--- src/core/sctc_pkg.sv ---
// constants and types for the standby clock and timer control block
package sctc_pkg;
  localparam int TIMER_WIDTH = 8;
  localparam logic [7:0] TIMER_RESET = 8'h00;
  localparam logic [7:0] TIMER_MAX = 8'hFF;
  localparam logic [1:0] SEL_RESET = 2'h0;
  localparam logic [1:0] SEL_DIV256 = 2'h0;
  localparam logic [1:0] SEL_EVENT = 2'h1;
  localparam logic [1:0] SEL_DIV32 = 2'h2;
  localparam logic [1:0] SEL_DIV4 = 2'h3;
  localparam int PRESCALE_WIDTH = 8;
  localparam logic [7:0] PRESCALE_RESET = 8'h00;
  localparam logic [7:0] MASK_DIV256 = 8'hFF;
  localparam logic [7:0] MASK_DIV32 = 8'h1F;
  localparam logic [7:0] MASK_DIV4 = 8'h03;
  typedef enum logic [1:0] {
    SCTC_RUN,
    SCTC_HALT,
    SCTC_STOP
  } sctc_mode_type;
endpackage : sctc_pkg

--- src/core/sctc_core.sv ---
// standby control, count source select, timer and test request flags
// How it works
// - cpu clock enable toggles each system cycle, halved system clock
// - external clock option gates the oscillator clock enable with the oscillator input pin
// - stop instruction sets stop flop, halting oscillator and all derived clocks
// - rc variant: any flag or reset fall clears stop flop
// - ceramic variant: reset high clears stop, clocks resume after reset low
// - halt instruction sets halt flop, blocking the cpu clock divider
// - any request flag or reset fall clears halt flop
// - halt flop held set while reset is high
// - two-bit select: 256, event pin, 32, 4 division
// - eight-bit up-counter counts each selected pulse
// - timer instruction or reset clears counter
// - counter wraps from maximum to zero
// - wrap sets timer flag; test-and-clear or timer instruction clears it
// - shared flag source: serial when select bit 0, pin when 1
// - serial mode: transfer done sets, test-and-clear or serial start clears
// - pin mode: rising edge sets, only test-and-clear or reset clears
// - test-and-clear reports flag state and clears tested flag
// - or of both flags releases stop or halt
// - reset clears flags and source select bit
// - standby entry refused while any flag is set
// - standby keeps state; timer runs while its clock runs
// - externally clocked rc variant treats stop as halt
`timescale 1ns/1ps
module sctc_core #(
  parameter bit RC_VARIANT = 1'b1,
  parameter bit EXT_CLOCK = 1'b0
) (
  input wire logic clock_i,
  input wire logic reset_n_i,
  input wire logic clock_en_i,
  input wire logic reset_pin_i,
  input wire logic osc_input_pin_i,
  input wire logic stop_instr_i,
  input wire logic halt_instr_i,
  input wire logic timer_instr_i,
  input wire logic port_output_instruction_i,
  input wire logic [1:0] port_data_i,
  input wire logic test_and_clear_instruction_i,
  input wire logic test_select_i,
  input wire logic serial_start_instruction_i,
  input wire logic serial_done_event_i,
  input wire logic request_source_write_i,
  input wire logic request_source_data_i,
  input wire logic event_pin_i,
  output logic osc_clock_en_o,
  output logic cpu_clock_en_o,
  output logic stop_mode_o,
  output logic halt_mode_o,
  output logic [7:0] timer_count_o,
  output logic timer_overflow_request_o,
  output logic shared_request_flag_o,
  output logic test_result_o,
  output logic test_valid_o,
  output logic request_source_select_o
);
  logic reset_pin_ff;
  logic stop_ff;
  logic halt_ff;
  logic phase_ff;
  logic osc_en_ff;
  logic cpu_en_ff;
  logic [1:0] source_sel_ff;
  logic [7:0] count_ff;
  logic timer_flag_ff;
  logic shared_flag_ff;
  logic request_source_select_ff;
  logic event_meta_ff;
  logic event_sync_ff;
  logic event_prev_ff;
  logic test_result_ff;
  logic test_valid_ff;
  logic tick256;
  logic tick32;
  logic tick4;

  wire reset_fall = reset_pin_ff && !reset_pin_i;
  wire release_req = timer_flag_ff || shared_flag_ff;
  wire stop_blocks = RC_VARIANT && EXT_CLOCK;
  // the system clock runs unless the stop flop holds the oscillator
  wire sys_run = !stop_ff || stop_blocks;
  wire sys_ce = clock_en_i && sys_run;
  // ceramic parts keep clocks off until reset drops
  wire sys_tick = sys_ce && (RC_VARIANT || !reset_pin_i);
  wire event_rise = event_sync_ff && !event_prev_ff;
  wire tested_flag = test_select_i ? shared_flag_ff : timer_flag_ff;
  wire source_sel_low = source_sel_ff[0];
  wire source_sel_high = source_sel_ff[1];
  wire sel_event = {source_sel_high, source_sel_low} == sctc_pkg::SEL_EVENT;
  wire osc_clock = EXT_CLOCK ? osc_input_pin_i : 1'b1;
  logic count_pulse;
  always_comb begin
    unique case ({source_sel_high, source_sel_low})
      sctc_pkg::SEL_DIV256: count_pulse = tick256;
      sctc_pkg::SEL_EVENT: count_pulse = event_rise;
      sctc_pkg::SEL_DIV32: count_pulse = tick32;
      sctc_pkg::SEL_DIV4: count_pulse = tick4;
    endcase
  end
  // counting continues in halt; in stop only the event pin can advance it
  wire count_step = count_pulse && (sys_tick || ({source_sel_high, source_sel_low} == sctc_pkg::SEL_EVENT));
  wire wrap = count_step && (count_ff == sctc_pkg::TIMER_MAX);
  wire [7:0] nxt_count = timer_instr_i ? sctc_pkg::TIMER_RESET : (count_step ? count_ff + 8'h01 : count_ff);
  wire serial_set = !request_source_select_ff && serial_done_event_i;
  wire pin_set = request_source_select_ff && event_rise;
  wire shared_set = serial_set || pin_set;
  wire test_timer = test_and_clear_instruction_i && !test_select_i;
  wire test_shared = test_and_clear_instruction_i && test_select_i;
  wire shared_clear = test_shared || (serial_start_instruction_i && !request_source_select_ff);
  wire timer_clear = test_timer || timer_instr_i;
  // set beats clear in the same cycle so no event is lost
  wire nxt_timer_flag = wrap || (timer_flag_ff && !timer_clear);
  wire nxt_shared_flag = shared_set || (shared_flag_ff && !shared_clear);
  wire enter_ok = !release_req;
  wire nxt_stop = reset_pin_i ? 1'b0 : (release_req || reset_fall) ? 1'b0 : (stop_ff || (stop_instr_i && enter_ok));
  wire nxt_halt = reset_pin_i ? 1'b1 : (release_req || reset_fall) ? 1'b0 : (halt_ff || (halt_instr_i && enter_ok));

  sctc_prescaler u_div256 (
    .clock_i(clock_i), .reset_n_i(reset_n_i), .run_i(sys_tick),
    .mask_i(sctc_pkg::MASK_DIV256), .tick_o(tick256));
  sctc_prescaler u_div32 (
    .clock_i(clock_i), .reset_n_i(reset_n_i), .run_i(sys_tick),
    .mask_i(sctc_pkg::MASK_DIV32), .tick_o(tick32));
  sctc_prescaler u_div4 (
    .clock_i(clock_i), .reset_n_i(reset_n_i), .run_i(sys_tick),
    .mask_i(sctc_pkg::MASK_DIV4), .tick_o(tick4));

  always_ff @(posedge clock_i) begin
    if (!reset_n_i) begin
      reset_pin_ff <= 1'b0;
      stop_ff <= 1'b0;
      halt_ff <= 1'b0;
      phase_ff <= 1'b0;
      osc_en_ff <= 1'b0;
      cpu_en_ff <= 1'b0;
      event_meta_ff <= 1'b0;
      event_sync_ff <= 1'b0;
      event_prev_ff <= 1'b0;
    end else if (clock_en_i) begin
      reset_pin_ff <= reset_pin_i;
      stop_ff <= nxt_stop;
      halt_ff <= nxt_halt;
      osc_en_ff <= sys_tick && osc_clock;
      // halt gates the divider input, so the cpu phase freezes
      if (sys_tick && !halt_ff) begin
        phase_ff <= !phase_ff;
      end
      cpu_en_ff <= sys_tick && !halt_ff && !stop_ff && phase_ff;
      event_meta_ff <= event_pin_i;
      event_sync_ff <= event_meta_ff;
      event_prev_ff <= event_sync_ff;
    end
  end

  always_ff @(posedge clock_i) begin
    if (!reset_n_i) begin
      source_sel_ff <= sctc_pkg::SEL_RESET;
      count_ff <= sctc_pkg::TIMER_RESET;
      timer_flag_ff <= 1'b0;
      shared_flag_ff <= 1'b0;
      request_source_select_ff <= 1'b0;
      test_result_ff <= 1'b0;
      test_valid_ff <= 1'b0;
    end else if (clock_en_i) begin
      if (reset_pin_i) begin
        count_ff <= sctc_pkg::TIMER_RESET;
        timer_flag_ff <= 1'b0;
        shared_flag_ff <= 1'b0;
        request_source_select_ff <= 1'b0;
        test_valid_ff <= 1'b0;
      end else begin
        count_ff <= nxt_count;
        timer_flag_ff <= nxt_timer_flag;
        shared_flag_ff <= nxt_shared_flag;
        if (request_source_write_i) begin
          request_source_select_ff <= request_source_data_i;
        end
        if (port_output_instruction_i) begin
          source_sel_ff <= port_data_i;
        end
        test_valid_ff <= test_and_clear_instruction_i;
        if (test_and_clear_instruction_i) begin
          test_result_ff <= test_select_i ? shared_flag_ff : timer_flag_ff;
        end
      end
    end
  end

  assign osc_clock_en_o = osc_en_ff;
  assign cpu_clock_en_o = cpu_en_ff;
  assign stop_mode_o = stop_ff;
  assign halt_mode_o = halt_ff;
  assign timer_count_o = count_ff;
  assign timer_overflow_request_o = timer_flag_ff;
  assign shared_request_flag_o = shared_flag_ff;
  assign test_result_o = test_result_ff;
  assign test_valid_o = test_valid_ff;
  assign request_source_select_o = request_source_select_ff;

  property p_wrap_sets_flag;
    @(posedge clock_i) disable iff (!reset_n_i)
      (clock_en_i && !reset_pin_i && wrap) |=> timer_flag_ff;
  endproperty
  a_wrap_sets_flag: assert property (p_wrap_sets_flag) else $error("wrap did not set timer flag");

  property p_wrap_zero;
    @(posedge clock_i) disable iff (!reset_n_i)
      (clock_en_i && !reset_pin_i && wrap && !timer_instr_i) |=> (count_ff == 8'h00);
  endproperty
  a_wrap_zero: assert property (p_wrap_zero) else $error("counter did not wrap to zero");

  property p_reset_halts;
    @(posedge clock_i) disable iff (!reset_n_i)
      (clock_en_i && reset_pin_i) |=> halt_ff;
  endproperty
  a_reset_halts: assert property (p_reset_halts) else $error("halt not held during reset");

  property p_release;
    @(posedge clock_i) disable iff (!reset_n_i)
      (clock_en_i && !reset_pin_i && release_req) |=> (!halt_ff && !stop_ff);
  endproperty
  a_release: assert property (p_release) else $error("standby not released by flag");

  property p_refuse;
    @(posedge clock_i) disable iff (!reset_n_i)
      (clock_en_i && !reset_pin_i && release_req && !halt_ff && halt_instr_i) |=> !halt_ff;
  endproperty
  a_refuse: assert property (p_refuse) else $error("halt entered with flag set");

  property p_timer_clear;
    @(posedge clock_i) disable iff (!reset_n_i)
      (clock_en_i && !reset_pin_i && timer_instr_i) |=> (count_ff == 8'h00);
  endproperty
  a_timer_clear: assert property (p_timer_clear) else $error("timer instruction did not clear");

  property p_halt_freezes_cpu;
    @(posedge clock_i) disable iff (!reset_n_i)
      (clock_en_i && halt_ff) ##1 halt_ff |-> !cpu_en_ff;
  endproperty
  a_halt_freezes_cpu: assert property (p_halt_freezes_cpu) else $error("cpu clock ran in halt");

  property p_reset_clears;
    @(posedge clock_i) disable iff (!reset_n_i)
      (clock_en_i && reset_pin_i) |=> (!timer_flag_ff && !shared_flag_ff && !request_source_select_ff);
  endproperty
  a_reset_clears: assert property (p_reset_clears) else $error("reset left flags set");

  property p_pin_edge;
    @(posedge clock_i) disable iff (!reset_n_i)
      (clock_en_i && !reset_pin_i && request_source_select_ff && event_rise) |=> shared_flag_ff;
  endproperty
  a_pin_edge: assert property (p_pin_edge) else $error("pin edge missed");

  property p_stop_enter;
    @(posedge clock_i) disable iff (!reset_n_i)
      (clock_en_i && !reset_pin_i && stop_instr_i && !release_req && !reset_fall) |=> stop_ff;
  endproperty
  a_stop_enter: assert property (p_stop_enter) else $error("stop instruction ignored");

  property p_stop_cuts_osc;
    @(posedge clock_i) disable iff (!reset_n_i)
      (clock_en_i && stop_ff && !stop_blocks) |=> !osc_en_ff;
  endproperty
  a_stop_cuts_osc: assert property (p_stop_cuts_osc) else $error("system clock ran in stop");

  property p_halt_enter;
    @(posedge clock_i) disable iff (!reset_n_i)
      (clock_en_i && !reset_pin_i && halt_instr_i && !release_req && !reset_fall) |=> halt_ff;
  endproperty
  a_halt_enter: assert property (p_halt_enter) else $error("halt instruction ignored");

  property p_reset_fall_wakes;
    @(posedge clock_i) disable iff (!reset_n_i)
      (clock_en_i && reset_fall) |=> (!halt_ff && !stop_ff);
  endproperty
  a_reset_fall_wakes: assert property (p_reset_fall_wakes) else $error("reset fall left standby");

  property p_stop_refuse;
    @(posedge clock_i) disable iff (!reset_n_i)
      (clock_en_i && !reset_pin_i && release_req && stop_instr_i) |=> !stop_ff;
  endproperty
  a_stop_refuse: assert property (p_stop_refuse) else $error("stop entered with flag set");

  property p_reset_stop;
    @(posedge clock_i) disable iff (!reset_n_i)
      (clock_en_i && reset_pin_i) |=> !stop_ff;
  endproperty
  a_reset_stop: assert property (p_reset_stop) else $error("reset left stop set");

  property p_ceramic_quiet;
    @(posedge clock_i) disable iff (!reset_n_i)
      (clock_en_i && reset_pin_i && !RC_VARIANT) |=> (!osc_en_ff && !cpu_en_ff);
  endproperty
  a_ceramic_quiet: assert property (p_ceramic_quiet) else $error("clocks ran during reset");

  property p_cpu_divide;
    @(posedge clock_i) disable iff (!reset_n_i)
      (clock_en_i && cpu_en_ff) |=> !cpu_en_ff;
  endproperty
  a_cpu_divide: assert property (p_cpu_divide) else $error("cpu clock not halved");

  property p_shared_serial;
    @(posedge clock_i) disable iff (!reset_n_i)
      (clock_en_i && !reset_pin_i && !request_source_select_ff && serial_done_event_i) |=> shared_flag_ff;
  endproperty
  a_shared_serial: assert property (p_shared_serial) else $error("serial done missed");

  property p_serial_start_clear;
    @(posedge clock_i) disable iff (!reset_n_i)
      (clock_en_i && !reset_pin_i && !request_source_select_ff && serial_start_instruction_i && !shared_set)
        |=> !shared_flag_ff;
  endproperty
  a_serial_start_clear: assert property (p_serial_start_clear) else $error("serial start kept flag");

  property p_pin_holds;
    @(posedge clock_i) disable iff (!reset_n_i)
      (clock_en_i && !reset_pin_i && request_source_select_ff && shared_flag_ff && !test_shared) |=> shared_flag_ff;
  endproperty
  a_pin_holds: assert property (p_pin_holds) else $error("pin flag lost without test");

  property p_test_report;
    @(posedge clock_i) disable iff (!reset_n_i)
      (clock_en_i && !reset_pin_i && test_and_clear_instruction_i) |=> (test_valid_ff && test_result_ff == $past(tested_flag));
  endproperty
  a_test_report: assert property (p_test_report) else $error("test result wrong");

  property p_test_clears_timer;
    @(posedge clock_i) disable iff (!reset_n_i)
      (clock_en_i && !reset_pin_i && test_timer && !wrap) |=> !timer_flag_ff;
  endproperty
  a_test_clears_timer: assert property (p_test_clears_timer) else $error("test left timer flag");

  property p_count_step;
    @(posedge clock_i) disable iff (!reset_n_i)
      (clock_en_i && !reset_pin_i && !timer_instr_i && count_step) |=> (count_ff == $past(count_ff) + 8'h01);
  endproperty
  a_count_step: assert property (p_count_step) else $error("counter missed a pulse");

  property p_count_hold;
    @(posedge clock_i) disable iff (!reset_n_i)
      (clock_en_i && !reset_pin_i && !timer_instr_i && !count_step) |=> $stable(count_ff);
  endproperty
  a_count_hold: assert property (p_count_hold) else $error("counter moved without pulse");

  property p_event_count;
    @(posedge clock_i) disable iff (!reset_n_i)
      (clock_en_i && !reset_pin_i && !timer_instr_i && sel_event && event_rise) |=> (count_ff == $past(count_ff) + 8'h01);
  endproperty
  a_event_count: assert property (p_event_count) else $error("event edge not counted");

  property p_ce_freeze;
    @(posedge clock_i) disable iff (!reset_n_i)
      !clock_en_i |=> ($stable(count_ff) && $stable(halt_ff) && $stable(stop_ff) && $stable(timer_flag_ff)
        && $stable(shared_flag_ff));
  endproperty
  a_ce_freeze: assert property (p_ce_freeze) else $error("state moved with enable low");
endmodule : sctc_core

--- src/core/sctc_prescaler.sv ---
// free-running system clock divider producing single-cycle count enables
`timescale 1ns/1ps
module sctc_prescaler #(
  parameter int WIDTH = sctc_pkg::PRESCALE_WIDTH
) (
  input wire logic clock_i,
  input wire logic reset_n_i,
  input wire logic run_i,
  input wire logic [WIDTH-1:0] mask_i,
  output logic tick_o
);
  logic [WIDTH-1:0] count_ff;
  logic [WIDTH-1:0] nxt_count;
  logic tick_ff;
  assign nxt_count = count_ff + WIDTH'(1);
  always_ff @(posedge clock_i) begin
    if (!reset_n_i) begin
      count_ff <= sctc_pkg::PRESCALE_RESET;
      tick_ff <= 1'b0;
    end else begin
      tick_ff <= run_i && ((count_ff & mask_i) == mask_i);
      if (run_i) begin
        count_ff <= nxt_count;
      end
    end
  end
  assign tick_o = tick_ff;
endmodule : sctc_prescaler

--- config.mk ---
export PLATFORM = sky130hd
export DESIGN_NAME = sctc_core
export DESIGN_NICKNAME = d
export VERILOG_FILES = /design/src/core/sctc_pkg.sv /design/src/core/sctc_core.sv /design/src/core/sctc_prescaler.sv
export SDC_FILE = /design/constraint.sdc
export NUM_CORES = 1
export LEC_CHECK = 0
export BUFFER_PORTS_ARGS = -buffer_cell sky130_fd_sc_hd__clkbuf_2
export CORE_ASPECT_RATIO = 1.75
export CORE_MARGIN = 2
export CORE_UTILIZATION = 54
export DETAILED_ROUTE_END_ITERATION = 16
export PLACE_DENSITY_LB_ADDON = 0.25
export SLEW_MARGIN = 5
export SYNTH_ARGS = -nofsm -noshare
export SYNTH_HDL_FRONTEND = slang
export SYNTH_SLANG_ARGS = --single-unit
--- constraint.sdc ---
create_clock -name clock_i -period 1.9 [get_ports clock_i]
set_clock_uncertainty 0.05 [all_clocks]
set_input_delay 0.285 -clock clock_i [delete_from_list [all_inputs] [get_ports clock_i]]
set_output_delay 0.285 -clock clock_i [all_outputs]
set_load 0.01 [all_outputs]
==> results of run 1 <==
## layout make-up
cell class	count	area [µm²]
well taps	45	56.3
fillers	306	1140
inverters	5	18.8
repair buffers	41	225
clock buffers	6	82.6
flip-flops and latches	42	841
multi-input cells	162	1030
## stage by stage
step           total power (W)  area (µm²)  setup WS (ps)
2_1_floorplan          0.00106        1940            184
3_3_place_gp           0.00112        2170            132
3_5_place_dp           0.00112        2170            106
4_1_cts                0.00167        2250            130
5_1_grt                0.00173        2250           59.4
6_report               0.00166        2250            129
## metal layers
layer	wire (µm)	vias up	GRT usage, %
li1	-	853	-
met3	138	9	5.04
met1	1560	798	21.3
met5	0	-	0
met2	2180	32	40.0
met4	86	0	10.6
## placed cells by master, fill, tap and decap left out, types with 8 or more instances in the layout
cell	netlist	routed
nand3_1	8	8
dfxtp_1	42	42
clkbuf_2	0	33
buf_4	0	8
and2_1	10	10
a21oi_1	12	12
nor2b_1	11	11
nand2_1	25	25
o21ai_0	8	8
## registers in the layout (all words and copies together), names as in the netlist, 2 cells and up
signal / cells
u_div256.count_ff: 8
u_div32.count_ff: 5
u_div4.count_ff: 2
source_sel_ff: 2
timer_count_o: 8
## report_power, final
part,switching (W),internal [W],total [W]
Clock,0.000274,0.000280,0.000554
Sequential,0.0000231,0.000910,0.000933
Combinational,0.0000890,0.0000804,0.000169
## kinds of logic after synthesis
family,share of synthesized area (%)
AO/OA/AOI/OAI,15.6
XOR/XNOR,4.06
adder cells (fa/ha/maj),3.22
buffers and inverters,3.55
flip-flops,43.3
multiplexers,2.58
AND/OR/NAND/NOR,27.7
## worst paths after layout
check                                  endpoint                         startpoint  slack (ps)  depth (start not counted)
hold / removal    source_sel_ff[1]$_SDFFE_PN0P_                     port_data_i[1]         180                          3
setup reg to reg  timer_count_o[7]$_SDFFE_PN0P_           stop_mode_o$_SDFFE_PN0P_         130                          4
setup / recovery  timer_count_o[7]$_SDFFE_PN0P_           stop_mode_o$_SDFFE_PN0P_         130                          4
hold reg to reg      u_div256.tick_o$_SDFF_PN0_  u_div256.count_ff[7]$_SDFFE_PN0N_         410                          2
## synthesized netlist by cell type, types with 3 or more instances
| library cell | number | share of area [%] |
|---|---|---|
| nand3_1 | 8 | 2.1 |
| mux2i_1 | 5 | 2.6 |
| or3_1 | 6 | 1.9 |
| a21boi_1 | 6 | 2.3 |
| a21oi_1 | 12 | 3.1 |
| nor2_1 | 6 | 1.2 |
| o21ai_0 | 8 | 2.1 |
| nor2b_1 | 11 | 3.5 |
| nand3b_1 | 3 | 1.2 |
| and3_1 | 4 | 1.3 |
| a21boi_0 | 5 | 1.9 |
| and2_1 | 10 | 3.2 |
| xnor2_1 | 7 | 3.2 |
| clkbuf_1 | 8 | 1.5 |
| nor3_1 | 3 | 0.77 |
| inv_1 | 5 | 0.97 |
| o21ai_1 | 7 | 1.8 |
| nand4_1 | 7 | 2.3 |
| or4_1 | 4 | 1.5 |
| nand2_1 | 25 | 4.8 |
| ha_1 | 5 | 3.2 |
| dfxtp_1 | 42 | 43 |
## critical path: stages, from the launching register on
cell	delay, ps
dfxtp_1	320
or3b_1	400
o211a_4	310
or4_1	480
a21oi_1	150
==> key figures, run 1 <==
Die
  – Ports: 35
  – Num rows: 28
  – Die Ht: 83.3 µm
  – Die area: 4110 µm²
  – Starting Density: 57.1%
  – Placeable Area: 3400 µm²
  – Die W: 49.3 µm

Critical path
  – CP arrival: 1940 ps
  – Crit Path Max Fanout: 16
  – CP endpoint kind: flip-flop
  – Worst Path Required: 2070 ps
  – Setup crit start kind: flip-flop
  – Crit Path Category: reg -> reg

GRT
  – Tot GR Track Use: 21.5%
  – Via count of the first global-routing pass: 1,670
  – Gr ovfl total: 0
  – First-pass GRT wire length: 6910 µm
  – Largest net degree at the start of global routing: 37
  – Antenna violations before repair: 0

Clock tree
  – TritonCTS Buffers: 5
  – Depth of the CTS H-tree: 2
  – Clock-pin slew on the worst setup and hold paths: 70 ps
  – Clk buf depth: 2
  – Number of setup buffers added after CTS: 0
  – Root Buffer: clkbuf_8
  – Worst-skew pair later-pin latency: 290 ps
  – Clock sink count: 42
  – Post-cts sizing count: 0
  – CTS tree: yes
  – Hold Buf Count CTS: 0

Synth
  – Avg Synthesized Cell Area: 8.82 µm²
  – Synthesized net count: 243
  – Syn Inst Count: 220
  – #FFs+latches synth: 42
  – Yosys warns: 0
  – EDFF count, synth: 0
  – Netlist cell types: 41
  – Async SR Flop Fraction: 0%
  – Seq/Total Area, Yosys: 43.3%
  – Ys flop type: dfxtp_1
  – Mapped Area: 1940 µm²

STA
  – Hold Vio Cnt, Final: 0
  – Tmin final: 1770 ps
  – Worst-margin pin slew: 440 ps
  – Setup TNS: 0 ps
  – Fmax achieved: 565 MHz
  – Max-slew violation count: 0
  – Hold_ws: 183 ps
  – Final setup viols: 0
  – Final worst path period share: 93.2%
  – Unrepaired setup endpoints after global routing: false
  – Slew headroom: 70.6%

Cells and area
  – Post-layout net count: 280
  – Synthesis-to-finish area growth: 16.2%
  – Fin util: 66.3%
  – Number of diodes: 0
  – Layout cells sized above 1: 19.1%
  – Finished Layout Cells: 301

Place
  – DP HPWL: 2890 µm
  – Input/output buffers: 33
  – Placed insts: 295
  – GP Congestion: 0.799

Routing
  – Pre-Repair DR Iteration Count: 4
  – Post-route ant nets: 0
  – Initial DRC Count: 25
  – Final wirelength: 3970 µm
  – Drt via density: 5.62
  – Vias: 1,692
  – # DRC: 0
  – Wire per inst: 13.2 µm

Power and ir drop
  – Leak: 0.907 nW
  – PwrDens: 735 nW/µm²
  – Maximum vdd drop: 666 µV

Outcome
  – Status: complete, no violations

Flow run
  – Max cap viols: 0

Worst hold path
  – Hold Path Class: in -> reg
Note: power is estimated with default switching activity, not from simulation.
==> inputs of run 2 (changes only) <==
SETUP_SLACK_MARGIN = 0.2   (was not set)
==> run 2 against run 1 <==
Compared with the run above: sequential cell count did not move; setup slack improved by 78 ps; critical path type unchanged; highest routed layer unchanged; first-iteration DRC count grew 52%; critical path depth is 1 higher; register-to-register slack gained 80 ps; sequential power about the same; non-clock buffer count increased by 3; global-route usage increased by 1.3 points.
==> key figures, run 2 (same netlist as run 1, synthesis figures left out) <==
Outcome
  – Status: complete, no violations (unchanged)

Critical path
  – R2r worst-path depth: 5 (was 4)
  – Setup crit start kind: flip-flop (unchanged)
  – Worst r2r dst: timer_count_o[0]$_SDFFE_PN0P_ (was timer_count_o[7]$_SDFFE_PN0P_)
  – Crit Path Max Fanout: 6 (was 16)
  – CP arrival: 1880 ps (was 1940 ps)
  – Worst Path Required: 2090 ps (was 2070 ps)
  – R2R Path Start: source_sel_ff[0]$_SDFFE_PN0P_ (was stop_mode_o$_SDFFE_PN0P_)
  – R2r setup slk: 210 ps (was 130 ps)
  – Crit Path Category: reg -> reg (unchanged)
  – CP endpoint kind: flip-flop (unchanged)

GRT
  – Via count of the first global-routing pass: 1,729 (was 1,670)
  – Tot GR Track Use: 22.8% (was 21.5%)
  – Global Route met2 Usage: 39.8% (was 40.0%)
  – Largest net degree at the start of global routing: 37 (unchanged)
  – First-pass GRT wire length: 7340 µm (was 6910 µm)
  – Gr ovfl total: 0 (unchanged)
  – Antenna violations before repair: 0 (unchanged)
  – M1 GR Usage: 22.9% (was 21.3%)
  – Busiest grt layer: met2 (unchanged)
  – Met3 Track Usage GR: 6.47% (was 5.04%)

Worst hold path
  – Hold Path End: source_sel_ff[1]$_SDFFE_PN0P_ (unchanged)
  – Hold Path Class: in -> reg (unchanged)
  – Min-delay src: port_data_i[1] (unchanged)
  – Hold Crit Depth: 3 (unchanged)

Cells and area
  – Layout cells sized above 1: 23.0% (was 19.1%)
  – Final instance area: 2310 µm² (was 2250 µm²)
  – Post-layout net count: 284 (was 280)
  – Multi-input logic area: 1060 µm² (was 1030 µm²)
  – Synthesis-to-finish area growth: 19.1% (was 16.2%)
  – Sequential Area: 843 µm² (was 841 µm²)
  – Most frequent cells in the layout: dfxtp_1 (40), clkbuf_2 (33), nand2_1 (25) (was dfxtp_1 (42), clkbuf_2 (33), nand2_1 (25))
  – Finished Layout Cells: 306 (was 301)
  – Commonest non-fill, non-tap cell in the layout: dfxtp_1 (unchanged)
  – Filler cells: 299 (was 306)
  – Number of diodes: 0 (unchanged)

Place
  – GP Congestion: 0.831 (was 0.799)
  – Placed insts: 296 (was 295)
  – Post-DP Area: 2180 µm² (was 2170 µm²)
  – DP HPWL: 3030 µm (was 2890 µm)
  – Input/output buffers: 33 (unchanged)

STA
  – Tmin final: 1690 ps (was 1770 ps)
  – Final worst path period share: 89.1% (was 93.2%)
  – Final setup viols: 0 (unchanged)
  – Hold_ws: 172 ps (was 183 ps)
  – Max-slew violation count: 0 (unchanged)
  – Unrepaired setup endpoints after global routing: true (was false)
  – Slew headroom: 70.4% (was 70.6%)
  – Worst-margin pin slew: 444 ps (was 440 ps)
  – Hold Vio Cnt, Final: 0 (unchanged)
  – Setup TNS: 0 ps (unchanged)
  – Fmax achieved: 591 MHz (was 565 MHz)

Die
  – Die W: 49.3 µm (unchanged)
  – Placeable Area: 3400 µm² (unchanged)
  – Ports: 35 (unchanged)
  – Die Ht: 83.3 µm (unchanged)
  – Num rows: 28 (unchanged)
  – Die area: 4110 µm² (unchanged)
  – Starting Density: 57.1% (unchanged)

Routing
  – Pre-Repair DR Iteration Count: 4 (unchanged)
  – Post-route ant nets: 0 (unchanged)
  – Vias: 1,746 (was 1,692)
  – Drt via density: 5.71 (was 5.62)
  – Final wirelength: 4320 µm (was 3970 µm)
  – # DRC: 0 (unchanged)
  – Wire per inst: 14.1 µm (was 13.2 µm)
  – Initial DRC Count: 38 (was 25)

Power and ir drop
  – Total power: 0.00165 W (was 0.00166 W)
  – Leak: 0.927 nW (was 0.907 nW)
  – Maximum vdd drop: 546 µV (was 666 µV)
  – PwrDens: 713 nW/µm² (was 735 nW/µm²)

Flow run
  – Max cap viols: 0 (unchanged)

Clock tree
  – Root Buffer: clkbuf_8 (unchanged)
  – Depth of the CTS H-tree: 2 (unchanged)
  – CTS tree: yes (unchanged)
  – Clock sink count: 42 (unchanged)
  – Clk buf depth: 2 (unchanged)
  – Hold Buf Count CTS: 0 (unchanged)
  – Clock-pin slew on the worst setup and hold paths: 70 ps (about the same)
  – Worst-skew pair later-pin latency: 300 ps (was 290 ps)
  – TritonCTS Buffers: 5 (unchanged)
-- run 2: changes by cell type in the layout (fill, tap and decap cells not counted), moves of 2 or more --
cell      before  now
a21oi_1       12   10
a21oi_2        0    2
buf_4          8   10
clkbuf_1       0    2
dfxtp_1       42   40
dfxtp_2        0    2
-- run 2: per-stage QoR --
step,setup slack [ps],utilization (%)
2_1_floorplan,207,-
3_5_place_dp,65.5,64.1
4_1_cts,159,67.3
3_3_place_gp,122,64.1
6_report,207,68.0
5_1_grt,164,68.0
-- run 2: worst max-delay path, stage by stage (launching register included) --
cell and delay, ps:
dfxtp_2 330, or3b_4 420, o211a_4 270, buf_6 130, or3_4 320, a21oi_2 110
-- run 2: layout make-up --
| class | instances | area share [%] |
|---|---|---|
| clock buffer | 7 | 3.30 |
| sequential | 42 | 36.5 |
| tap | 45 | 2.44 |
| inverter | 5 | 0.812 |
| timing repair buffer | 44 | 10.9 |
| multi-input combinational | 163 | 46.1 |
-- run 2: report_power, final --
part / total [W] / internal (W) / leakage (nW) / switching [W]
registers: 0.000935 / 0.000910 / 0.342 / 0.0000243
clock network: 0.000537 / 0.000253 / 0.0383 / 0.000284
logic: 0.000177 / 0.0000841 / 0.546 / 0.0000928
total: 0.00165 / 0.00125 / 0.927 / 0.000401
-- run 2: per-layer routing --
layer	up-vias	routed length, µm
li1	862	-
met1	819	1660
met2	45	2280
met3	20	199
met4	0	182
met5	-	0
-- run 2: worst max-delay path by stage --
stage                                        from                             to  slack, ps
CTS                      stop_mode_o$_SDFFE_PN0P_  timer_count_o[0]$_SDFFE_PN0P_        160
floorplan                stop_mode_o$_SDFFE_PN0P_  timer_count_o[7]$_SDFFE_PN0P_        210
global route        source_sel_ff[0]$_SDFFE_PN0P_  timer_count_o[2]$_SDFFE_PN0P_        160
global placement                       clock_en_i  timer_count_o[7]$_SDFFE_PN0P_        120
finish              source_sel_ff[0]$_SDFFE_PN0P_  timer_count_o[0]$_SDFFE_PN0P_        210
detailed placement                     clock_en_i  timer_count_o[7]$_SDFFE_PN0P_         70
-- run 2: timing repair --
| item | CTS | global route |
|---|---|---|
| setup buffers | 2 | 0 |
| endpoints found under the hold margin | 0 | 0 |
| cloned | 1 | 0 |
| pin swaps | 4 | 5 |
| gates resized for setup | 3 | 6 |
| setup endpoints to repair | 5 | 6 |
==> inputs of run 3 (changes only) <==
==> constraint.sdc (replaced) <==
create_clock -name clock_i -period 1.9 [get_ports clock_i]
set_clock_uncertainty 0.05 [all_clocks]
set_input_delay 0.095 -clock clock_i [delete_from_list [all_inputs] [get_ports clock_i]]
set_output_delay 0.095 -clock clock_i [all_outputs]
set_load 0.01 [all_outputs]
==> run 3 against run 2 <==
Compared with the run above: sequential power about the same; wire length shrank 9.3%; register-to-register slack improved by 30 ps; setup slack better by 32 ps; count of clock-buffer cells in the layout down 1; core utilization up 1.1 points.
==> key figures, run 3 (same netlist as run 1, synthesis figures left out) <==
STA
  – Unrepaired setup endpoints after global routing: true (unchanged)
  – Max-slew violation count: 0 (unchanged)
  – Setup TNS: 0 ps (unchanged)
  – Final worst path period share: 87.4% (was 89.1%)
  – Hold Vio Cnt, Final: 0 (unchanged)
  – Tmin final: 1660 ps (was 1690 ps)
  – Fmax achieved: 602 MHz (was 591 MHz)
  – Hold_ws: 15.8 ps (was 172 ps)
  – Slew headroom: 71.1% (was 70.4%)
  – Final setup viols: 0 (unchanged)
  – Worst-margin pin slew: 433 ps (was 444 ps)

Die
  – Die area: 4110 µm² (unchanged)
  – Num rows: 28 (unchanged)
  – Ports: 35 (unchanged)
  – Die W: 49.3 µm (unchanged)
  – Starting Density: 57.1% (unchanged)
  – Placeable Area: 3400 µm² (unchanged)
  – Die Ht: 83.3 µm (unchanged)

Clock tree
  – Worst-skew pair later-pin latency: 290 ps (was 300 ps)
  – Depth of the CTS H-tree: 2 (unchanged)
  – TritonCTS Buffers: 5 (unchanged)
  – Clk buf depth: 2 (unchanged)
  – Clock-pin slew on the worst setup and hold paths: 80 ps (was 70 ps)
  – Clock sink count: 42 (unchanged)
  – CTS tree: yes (unchanged)
  – Root Buffer: clkbuf_8 (unchanged)

GRT
  – Gr ovfl total: 0 (unchanged)
  – Tot GR Track Use: 21.3% (was 22.8%)
  – Antenna violations before repair: 0 (unchanged)
  – First-pass GRT wire length: 7080 µm (was 7340 µm)
  – Via count of the first global-routing pass: 1,678 (was 1,729)
  – Largest net degree at the start of global routing: 37 (unchanged)

Cells and area
  – Synthesis-to-finish area growth: 21.1% (was 19.1%)
  – Post-layout net count: 283 (was 284)
  – Number of diodes: 0 (unchanged)
  – Fin util: 69.1% (was 68.0%)
  – Commonest non-fill, non-tap cell in the layout: dfxtp_1 (unchanged)
  – Filler cells: 296 (was 299)
  – Sequential Area: 843 µm² (unchanged)
  – Layout cells sized above 1: 21.1% (was 23.0%)
  – Finished Layout Cells: 306 (unchanged)
  – Most frequent cells in the layout: dfxtp_1 (40), clkbuf_2 (33), nand2_1 (25) (unchanged)
  – Multi-input logic area: 1040 µm² (was 1060 µm²)

Power and ir drop
  – Leak: 0.947 nW (was 0.927 nW)
  – PwrDens: 831 nW/µm² (was 713 nW/µm²)
  – Maximum vdd drop: 714 µV (was 546 µV)
  – Total power: 0.00195 W (was 0.00165 W)

Place
  – GP Congestion: 0.787 (was 0.831)
  – DP HPWL: 2800 µm (was 3030 µm)
  – Placed insts: 292 (was 296)
  – Input/output buffers: 33 (unchanged)

Critical path
  – Crit Path Max Fanout: 6 (unchanged)
  – Setup crit start kind: flip-flop (unchanged)
  – R2r setup slk: 240 ps (was 210 ps)
  – CP arrival: 1840 ps (was 1880 ps)
  – CP endpoint kind: flip-flop (unchanged)
  – Crit Path Category: reg -> reg (unchanged)
  – Worst Path Required: 2080 ps (was 2090 ps)

Routing
  – Pre-Repair DR Iteration Count: 4 (unchanged)
  – Initial DRC Count: 22 (was 38)
  – Drt via density: 5.58 (was 5.71)
  – Vias: 1,706 (was 1,746)
  – Post-route ant nets: 0 (unchanged)
  – Wire per inst: 12.8 µm (was 14.1 µm)
  – Final wirelength: 3920 µm (was 4320 µm)
  – # DRC: 0 (unchanged)

Worst hold path
  – Hold Path Class: in -> reg (unchanged)

Flow run
  – Max cap viols: 0 (unchanged)

Outcome
  – Status: complete, no violations (unchanged)
==> run 3: changes by cell type in the layout (fill, tap and decap cells not counted) <==
cell           previous run  this run
or4_4                     1         0
buf_4                    10         8
a21oi_2                   2         0
a21oi_1                  10        12
o31ai_2                   1         0
o31ai_1                   1         2
or3_1                     5         6
buf_6                     1         0
clkbuf_8                  5         6
or4_1                     3         4
or3_4                     1         0
bufinv_16                 0         2
dlygate4sd3_1             0         2
clkbuf_1                  2         0
==> run 3: area by class of cell <==
class	count	area share (%)
Clock inverter	2	2.56
Inverter	5	0.799
Sequential cell	42	35.9
Tap cell	45	2.40
Timing Repair Buffer	43	10.4
Clock buffer	6	3.51
Multi-Input combinational cell	163	44.4
==> run 3: per-stage QoR <==
step                      setup WS (ps)  cell area (µm²)
after floorplan                     207             1940
after global placement              139             2150
after detailed placement            112             2150
after CTS                           183             2350
after global routing                156             2350
final                               239             2350
==> run 3: worst max-delay path, stage by stage, from the launching register on <==
cell and delay, ps:
dfxtp_2 320, or3b_4 410, o211a_4 260, buf_4 150
or3_1 300, a21oi_1 110
==> run 3: worst paths after layout <==
path | depth (start not counted) | end | start
max | 5 | timer_count_o[0]$_SDFFE_PN0P_ | source_sel_ff[0]$_SDFFE_PN0P_
min | 3 | event_meta_ff$_SDFFE_PN0P_ | event_pin_i
max reg2reg | 5 | timer_count_o[0]$_SDFFE_PN0P_ | source_sel_ff[0]$_SDFFE_PN0P_
min reg2reg | 2 | u_div256.tick_o$_SDFF_PN0_ | u_div256.count_ff[7]$_SDFFE_PN0N_
==> run 3: power by group <==
group          switching (W)  total (W)  internal (W)
Combinational      0.0000875   0.000168     0.0000807
Clock               0.000292   0.000852      0.000560
Sequential         0.0000231   0.000933      0.000910
==> run 3: what timing repair did <==
item                                    CTS  global route
gates cloned                              1             0
endpoints found under the hold margin     2             0
endpoints found under the setup margin    4             5
gates resized for setup                   3             0
setup buffers                             3             0
pin swaps                                 4             3
hold buffers                              2             0
==> run 3: metal layers <==
| metal | up-vias | wire length, µm | GRT usage (%) |
|---|---|---|---|
| li1 | 864 | - | - |
| met1 | 804 | 1630 | 24.3 |
| met2 | 30 | 2090 | 37.6 |
| met5 | - | 0 | 0 |
| met4 | 0 | 88 | 9.61 |
| met3 | 8 | 116 | 3.78 |
